$ cat config.mk
export PLATFORM = sky130hd
export DESIGN_NAME = zcb_unit
export DESIGN_NICKNAME = d
export VERILOG_FILES = /design/src/rtl/zcb_pkg.sv /design/src/rtl/zcb_dec_if.sv /design/src/rtl/zcb_decoder.sv /design/src/rtl/zcb_unit.sv
export SDC_FILE = /design/constraint.sdc
export NUM_CORES = 1
export LEC_CHECK = 0
export BUFFER_PORTS_ARGS = -buffer_cell sky130_fd_sc_hd__clkbuf_2
export CAP_MARGIN = 30
export CELL_PAD_IN_SITES_DETAIL_PLACEMENT = 1
export CELL_PAD_IN_SITES_GLOBAL_PLACEMENT = 2
export CORE_MARGIN = 5
export CORE_UTILIZATION = 32
export CTS_BUF_LIST = sky130_fd_sc_hd__clkbuf_16
export DETAILED_ROUTE_END_ITERATION = 7
export PLACE_DENSITY_LB_ADDON = 0.1
export SLEW_MARGIN = 25
export SYNTH_ARGS = -nofsm -noshare
export SYNTH_HDL_FRONTEND = slang
export SYNTH_SLANG_ARGS = --single-unit
$ cat constraint.sdc
create_clock -name sys_clk_i -period 3.2 [get_ports sys_clk_i]
set_input_delay 0.32 -clock sys_clk_i [delete_from_list [all_inputs] [get_ports sys_clk_i]]
set_output_delay 0.32 -clock sys_clk_i [all_outputs]
set_load 0.1 [all_outputs]
$ cat src/rtl/zcb_pkg.sv
// Purpose: shared constants and types for the zero-compare branch unit
// Assumes: 32-bit instruction words, 64-bit registers and addresses
// Notes:   field positions and encodings live here only
package zcb_pkg;
  localparam int XLEN      = 64;
  localparam int ILEN      = 32;
  localparam int OP_HI     = 31;
  localparam int OP_LO     = 26;
  localparam int RS_HI     = 25;
  localparam int RS_LO     = 21;
  localparam int SEL_HI    = 20;
  localparam int SEL_LO    = 16;
  localparam int IMM_HI    = 15;
  localparam int IMM_LO    = 0;
  localparam int IMM_W     = 16;
  localparam int DISP_W    = 18;
  localparam int SHIFT_W   = 2;
  localparam int REG_W     = 5;

  localparam logic [5:0] OPC_GT_ZERO        = 6'h07;
  localparam logic [5:0] OPC_GT_ZERO_LIKELY = 6'h17;
  localparam logic [5:0] OPC_LE_ZERO        = 6'h06;
  localparam logic [5:0] OPC_LE_ZERO_LIKELY = 6'h16;
  localparam logic [5:0] OPC_REG_IMM_CLASS  = 6'h01;

  localparam logic [4:0] SEL_ZERO_FIELD     = 5'h00;
  localparam logic [4:0] SEL_LT_ZERO        = 5'h00;
  localparam logic [4:0] SEL_LT_ZERO_LINK   = 5'h10;
  localparam logic [4:0] SEL_LT_ZERO_LINK_L = 5'h12;

  localparam logic [4:0]      LINK_REG      = 5'h1F;
  localparam logic [XLEN-1:0] LINK_STEP     = 64'h0000_0000_0000_0008;
  localparam logic [XLEN-1:0] SLOT_STEP     = 64'h0000_0000_0000_0004;

  typedef enum logic [1:0] {
    ZCB_IDLE  = 2'b00,
    ZCB_SLOT  = 2'b01
  } zcb_state_t;

  typedef enum logic [1:0] {
    ZCB_CMP_GT = 2'b00,
    ZCB_CMP_LE = 2'b01,
    ZCB_CMP_LT = 2'b10
  } zcb_cmp_t;
endpackage

$ cat src/rtl/zcb_dec_if.sv
// Purpose: decode results passed from decoder to the execute core
// Assumes: single clock, same domain
// Notes:   none
interface zcb_dec_if;
  import zcb_pkg::*;
  logic                    is_branch;
  logic                    likely;
  logic                    link;
  zcb_cmp_t                cmp;
  logic [XLEN-1:0]         disp;
  logic [REG_W-1:0]        src_reg;
  modport dec (output is_branch, likely, link, cmp, disp, src_reg);
  modport exe (input  is_branch, likely, link, cmp, disp, src_reg);
endinterface

$ cat src/rtl/zcb_decoder.sv
// Purpose: combinational decode of the zero-compare branch family
// Assumes: instruction word valid when sampled by the caller
// Notes:   unrecognised words give is_branch low
module zcb_decoder
  import zcb_pkg::*;
(
  input  wire logic [ILEN-1:0] instr_i,
  zcb_dec_if.dec               dec
);
  wire logic [5:0]       opc      = instr_i[OP_HI:OP_LO];
  wire logic [4:0]       sel      = instr_i[SEL_HI:SEL_LO];
  wire logic [IMM_W-1:0] imm      = instr_i[IMM_HI:IMM_LO];
  wire logic             sel_zero = (sel == SEL_ZERO_FIELD);
  // gt/le forms need a zero second register field
  wire logic gt_any = sel_zero && (opc == OPC_GT_ZERO ||
                                   opc == OPC_GT_ZERO_LIKELY); // [RQ3]
  wire logic le_any = sel_zero && (opc == OPC_LE_ZERO ||
                                   opc == OPC_LE_ZERO_LIKELY); // [RQ4]
  wire logic rim    = (opc == OPC_REG_IMM_CLASS);
  wire logic lt_pl  = rim && (sel == SEL_LT_ZERO);              // [RQ5]
  wire logic lt_lk  = rim && (sel == SEL_LT_ZERO_LINK);         // [RQ5]
  wire logic lt_lkl = rim && (sel == SEL_LT_ZERO_LINK_L);       // [RQ5]
  wire logic [DISP_W-1:0] disp18 = {imm, {SHIFT_W{1'b0}}};      // [RQ1]

  assign dec.is_branch = gt_any | le_any | lt_pl | lt_lk | lt_lkl;
  assign dec.likely    = opc == OPC_GT_ZERO_LIKELY ||
                         opc == OPC_LE_ZERO_LIKELY || lt_lkl;
  assign dec.link      = lt_lk | lt_lkl;
  assign dec.cmp       = gt_any ? ZCB_CMP_GT :
                         le_any ? ZCB_CMP_LE : ZCB_CMP_LT;
  assign dec.disp      = {{(XLEN-DISP_W){disp18[DISP_W-1]}}, disp18}; // [RQ1]
  assign dec.src_reg   = instr_i[RS_HI:RS_LO];
endmodule

$ cat src/rtl/zcb_unit.sv
// Purpose: execute the zero-compare branches and their delay slots
// Assumes: one instruction offered per issue pulse, in program order
// Notes:   the slot after a branch is tracked by a two-state machine
//
// Functional notes
// RQ1 - displacement is offset with two zero bits, sign-extended to 64
// RQ2 - target is delay-slot address plus displacement
// RQ3 - opcodes 000111 and 010111 decode as greater-than-zero forms
// RQ4 - opcodes 000110 and 010110 decode as less-or-equal-zero forms
// RQ5 - register-immediate class selects lt, lt link, lt link likely
// RQ6 - greater-than-zero: sign clear and value nonzero
// RQ7 - less-or-equal-zero: sign set or value zero
// RQ8 - less-than-zero: sign bit set
// RQ9 - redirect pc after the delay slot completes
// RQ10 - likely not taken squashes the delay slot
// RQ11 - link forms always write register 31
// RQ12 - link value is branch address plus eight
// RQ13 - software must not test register 31 in link forms
// RQ14 - exception in delay slot reports the branch as restart
// RQ15 - non-likely forms always execute the delay slot
// RQ16 - these branches raise no exception themselves
module zcb_unit
  import zcb_pkg::*;
(
  input  wire logic                 sys_clk_i,
  input  wire logic                 sys_rst_i,
  input  wire logic                 issue_i,
  input  wire logic [ILEN-1:0]      instr_i,
  input  wire logic [XLEN-1:0]      pc_i,
  input  wire logic [XLEN-1:0]      src_val_i,
  input  wire logic                 slot_exc_i,
  output logic                      is_branch_o,
  output logic [REG_W-1:0]          src_reg_o,
  output logic                      link_we_o,
  output logic [REG_W-1:0]          link_reg_o,
  output logic [XLEN-1:0]           link_val_o,
  output logic                      redirect_o,
  output logic [XLEN-1:0]           target_o,
  output logic                      squash_delay_slot_o,
  output logic                      exc_o,
  output logic [XLEN-1:0]           epc_o,
  output logic                      in_slot_o
);
  zcb_dec_if dif();

  zcb_decoder u_dec (
    .instr_i (instr_i),
    .dec     (dif.dec)
  );

  zcb_state_t state;
  zcb_state_t next_state;
  logic       taken_q;
  logic       likely_q;
  logic [XLEN-1:0] target_q;
  logic [XLEN-1:0] branch_pc_q;

  wire logic sign    = src_val_i[XLEN-1];
  wire logic is_zero = (src_val_i == '0);
  wire logic cond_gt = !sign && !is_zero;                      // [RQ6]
  wire logic cond_le = sign || is_zero;                        // [RQ7]
  wire logic cond_lt = sign;                                   // [RQ8]
  wire logic cond    = (dif.cmp == ZCB_CMP_GT) ? cond_gt :
                       (dif.cmp == ZCB_CMP_LE) ? cond_le : cond_lt;
  // a branch in the slot of another branch is not accepted as one
  wire logic br_now  = issue_i && dif.is_branch && state == ZCB_IDLE;
  wire logic slot_go = issue_i && state == ZCB_SLOT;
  wire logic [XLEN-1:0] slot_pc = pc_i + SLOT_STEP;
  wire logic [XLEN-1:0] tgt     = slot_pc + dif.disp;          // [RQ2]
  wire logic [XLEN-1:0] link_v  = pc_i + LINK_STEP;            // [RQ12]
  wire logic slot_squash = slot_go && likely_q && !taken_q;    // [RQ10]
  // redirect only when slot retires without fault; likely-false has none
  wire logic slot_redir  = slot_go && taken_q && !slot_exc_i;  // [RQ9]
  wire logic slot_fault  = slot_go && slot_exc_i && !slot_squash; // [RQ14]

  // helper state for the slot checks below: it keeps the outcome of
  // an accepted branch across any number of idle cycles before its slot
  wire logic [XLEN-1:0] chk_disp = {{(XLEN-DISP_W){instr_i[IMM_HI]}},
                                    instr_i[IMM_HI:IMM_LO],
                                    {SHIFT_W{1'b0}}};
  logic            chk_taken_q;
  logic            chk_void_q;
  logic [XLEN-1:0] chk_tgt_q;

  always_ff @(posedge sys_clk_i) begin
    if (sys_rst_i) begin
      chk_taken_q <= 1'b0;
      chk_void_q  <= 1'b0;
      chk_tgt_q   <= '0;
    end else if (br_now) begin
      chk_taken_q <= cond;
      chk_void_q  <= dif.likely && !cond;
      chk_tgt_q   <= pc_i + SLOT_STEP + chk_disp;
    end else if (issue_i) begin
      chk_taken_q <= 1'b0;
      chk_void_q  <= 1'b0;
    end
  end

  always_comb begin
    next_state = state;
    case (state)
      ZCB_IDLE: begin
        if (br_now) begin
          next_state = ZCB_SLOT;
        end
      end
      ZCB_SLOT: begin
        if (slot_go) begin
          next_state = ZCB_IDLE;
        end
      end
      default: begin
        next_state = ZCB_IDLE;
      end
    endcase
  end

  always_ff @(posedge sys_clk_i) begin
    if (sys_rst_i) begin
      state       <= ZCB_IDLE;
      taken_q     <= 1'b0;
      likely_q    <= 1'b0;
      target_q    <= '0;
      branch_pc_q <= '0;
    end else begin
      state <= next_state;
      if (br_now) begin
        taken_q     <= cond;
        likely_q    <= dif.likely;
        target_q    <= tgt;
        branch_pc_q <= pc_i;
      end
    end
  end

  always_ff @(posedge sys_clk_i) begin
    if (sys_rst_i) begin
      is_branch_o         <= 1'b0;
      src_reg_o           <= '0;
      link_we_o           <= 1'b0;
      link_reg_o          <= '0;
      link_val_o          <= '0;
      redirect_o          <= 1'b0;
      target_o            <= '0;
      squash_delay_slot_o <= 1'b0;
      exc_o               <= 1'b0;
      epc_o               <= '0;
      in_slot_o           <= 1'b0;
    end else begin
      is_branch_o         <= br_now;
      src_reg_o           <= dif.src_reg;
      link_we_o           <= br_now && dif.link;               // [RQ11]
      link_reg_o          <= LINK_REG;                         // [RQ11]
      link_val_o          <= link_v;                           // [RQ12]
      redirect_o          <= slot_redir;                       // [RQ9]
      target_o            <= target_q;
      squash_delay_slot_o <= slot_squash;                      // [RQ10]
      // the branch itself never faults; only its slot may
      exc_o               <= slot_fault;                       // [RQ16]
      epc_o               <= branch_pc_q;                      // [RQ14]
      in_slot_o           <= state == ZCB_SLOT;
    end
  end
endmodule

==> out/qor.yml <==
postRouteAntennaNets: 0
required_ps: 3690
insertedDiodeCount: 0
swShare_pct: 29.30
netlist_area_um2: 15420
synth_adder_area_share_pct: 10.03
worstSkewPairLatency_ps: 560
hold_path_end: "branch_pc_q[57]"
core_um2: 47750
yosysSeqAreaShare_pct: 42.96
worst_slack_ps: 186.5
async_flop_share_pct: 0
relSlewSlack_pct: 42.33
post_cts_buffers: 0
worstSetupPathType: "input port to flip-flop"
r2r-end: "target_q[5]"
synthSimpleGateAreaFrac_pct: 23.27
via_per_inst: 4.830
drc_errors: 0
cts_sinks: 331
dp_hpwl_mm: 42.38
wl_per_cell_um: 18.12
grt_pass1_vias: 15170
holdWs_ps: 43.82
synthMuxAreaShare_pct: 0.1379
place_ws_ps: -402.9
yosys_warnings: 0
antenna_found_initial: 1
synthFlopType: "dfxtp_1"
synth_top_area_share_pct: 42.96
clock.fmax_mhz: 331.8
cp.arrival_ps: 3500
post-route-period-util_pct: 94.17
irDropWorstVdd_uv: 274.1
setup_viol: 0
seqPwrFrac_pct: 38.5
min_period_ps: 3013
worstHoldStart: "pc_i[57]"
p_clk_share_pct: 40.2
syn2layout_area_growth_pct: 35.47
cts-root-buf: "clkbuf_16"
cts_buffers: 39
num_vias: 14340
hold_viol_final: 0
critPathLaunchType: "input port"
fin_nets: 2612
max_slew.worst_pin.slew_ps: 865.0
synth_top_area_cell: "dfxtp_1"
synth_cell_types: 75
grt_usage_pct: 19.80
hold_path_depth: 3
synth_compound_area_share_pct: 15.24
regArea_um2: 6626
start_util_pct: 32.30
rrSetupSlack_ps: 1240
drv_slew: 0
cp_max_fo: 15
tritoncts: "yes"
rsz0062_at_grt: "no"
p_leak_nw: 9.343
fin_worst_skew_ps: 17.31
drt-pass1-iter-count: 5
htreeDepth: 2
num_io_pins: 372
status: "finished clean"
utilization_pct: 43.76
combinationalPowerShare_pct: 21.3
grt_overflow: 0
drtIter0Drc: 656
grt_max_degree: 95
synth_edf_count: 0
die_h_um: 229.5
rows: 80
drive_gt1_share_pct: 29.31
fillCellCount: 5756
synthTopCellsByArea: "dfxtp_1 (43%), ha_1 (9.9%), nand2_1 (6.9%), nor2b_1 (5.8%), a21oi_1 (5.8%)"
die-area_um2: 52690
grt_first_pass_wirelength_mm: 84.88
timing.rr.start: "state[0]"
end_kind: "flip-flop"
finalWirelength_mm: 53.79
synth_xor_area_share_pct: 5.451
clockBufferDepth: 3
syn_nets: 2045
p_int_mw: 7.695
switching_power_mw: 3.189
syn_avg_cell_area_um2: 8.773
place_congestion: 0.8759
die_w_um: 229.5
p_per_area_nw_per_um2: 520.9
r2r_cells: 6
multi_input_area_um2: 8373
path_clk_slew_ps: 60
syn_inst: 1758
synth_top_family_by_area: "simple AND/OR/NAND/NOR gates"
drv_cap: 0
portBuffers: 371
ys_ff_latch: 331
hp-class: "input port to flip-flop"
-- power groups by stage --
stage          sequential [mW]  combinational (mW)  clock [mW]
2_1_floorplan             4.64               0.996           0
3_3_place_gp              4.28                2.29           0
3_5_place_dp              4.28                2.31           0
4_1_cts                   4.19                2.34        4.55
5_1_grt                   4.19                2.53        4.70
6_report                  4.19                2.32        4.37
-- per-layer routing --
| metal | up-vias | wire length (um) | global-route usage (%) |
|---|---|---|---|
| li1 | 7215 | - | - |
| met1 | 6821 | 24540 | 25.79 |
| met2 | 236 | 25850 | 34.04 |
| met3 | 66 | 2390 | 4.013 |
| met4 | 2 | 998 | 4.229 |
| met5 | - | 13 | 0 |
-- registers in the layout, summed over array words and instances, names as in the netlist --
signal / count
target_o: 64
exc_o: 1
likely_q: 1
link_reg_o: 1
epc_o: 62
in_slot_o: 1
branch_pc_q: 62
target_q: 64
link_val_o: 64
is_branch_o: 1
state: 1
squash_delay_slot_o: 1
src_reg_o: 5
redirect_o: 1
link_we_o: 1
taken_q: 1
-- stage by stage --
step	instance area, um2	power (mW)	TNS [ps]	instances
detailed placement	19500	6.591	-5540	2886
global placement	19500	6.566	-3500	2886
finish	20900	10.88	0	2969
floorplan	15420	5.637	0	1758
global route	20900	11.42	0	2969
CTS	20890	11.08	0	2969
-- worst max path at each step --
stage	from	to	slack [ps]	cells after the start
floorplan	instr_i[15]	target_q[54]	250	11
global route	instr_i[15]	target_q[60]	20	16
detailed placement	instr_i[15]	target_q[60]	-400	16
CTS	instr_i[15]	target_q[60]	140	16
finish	instr_i[15]	target_q[60]	190	16
global placement	instr_i[15]	target_q[61]	-300	15
-- worst max-delay path: stages --
cell,delay [ps]
clkbuf_2,100
buf_12,150
buf_4,160
ha_1,290
ha_1,350
nand2_1,100
nor4_2,270
o21ai_1,200
a211oi_1,280
nor3b_1,100
buf_4,160
o211ai_2,200
a31oi_1,150
buf_4,170
or3_1,390
nand3_1,100
-- cells in the mapped netlist (17+ instances only) --
| library cell | number |
|---|---|
| a21o_1 | 29 |
| xnor2_1 | 39 |
| xor2_1 | 57 |
| and3_1 | 18 |
| clkbuf_1 | 66 |
| a21oi_1 | 178 |
| or3_1 | 17 |
| inv_1 | 23 |
| nand3_1 | 34 |
| nor4_1 | 22 |
| nor2b_1 | 143 |
| dfxtp_1 | 331 |
| o21ai_0 | 57 |
| ha_1 | 122 |
| nand4_1 | 34 |
| nor2_1 | 107 |
| nand2_1 | 283 |
-- cell families (layout without fill, tap and decap cells) --
group,Yosys count,after routing
adder cells (fa/ha/maj),123,123
XOR/XNOR,96,96
buffers and inverters,111,707
AND/OR/NAND/NOR,722,722
AO/OA/AOI/OAI,373,373
multiplexers,2,2
flip-flops,331,331
-- what timing repair did --
action                     4_1_cts  5_1_grt
setup endpoints to repair        0        1
hold buffers                    13        0
gates resized for setup          0        1
hold endpoints to repair        24        0
-- area by class of cell --
| type | count | share of cell area [%] |
|---|---|---|
| multi-input cells | 1316 | 40.07 |
| flip-flops and latches | 331 | 31.71 |
| repair buffers | 613 | 18.10 |
| clock buffers | 41 | 4.910 |
| well taps | 615 | 3.683 |
| clock inverters | 29 | 1.090 |
| inverters | 24 | 0.4311 |
-- cells in the final DEF, fill, tap and decap left out, types with 6 or more instances in the layout --
cell type / count
and3_1: 18
clkbuf_2: 370
nor2_1: 107
a21oi_1: 178
nand3_1: 34
nor3_1: 12
dlygate4sd3_1: 13
o31ai_1: 6
o21ai_0: 56
buf_4: 223
a21o_1: 29
and4_1: 10
a211oi_2: 8
dfxtp_1: 331
xor2_1: 57
inv_1: 31
or3_1: 17
clkinv_1: 13
nand4_1: 34
o21a_1: 9
xnor2_1: 39
ha_1: 122
a31oi_1: 9
and2_1: 7
nor2b_1: 143
o21bai_1: 12
nand2_1: 283
clkbuf_16: 41
o211ai_1: 8
a211oi_1: 10
nor4_1: 21
Power figures use the tool's default switching activity.
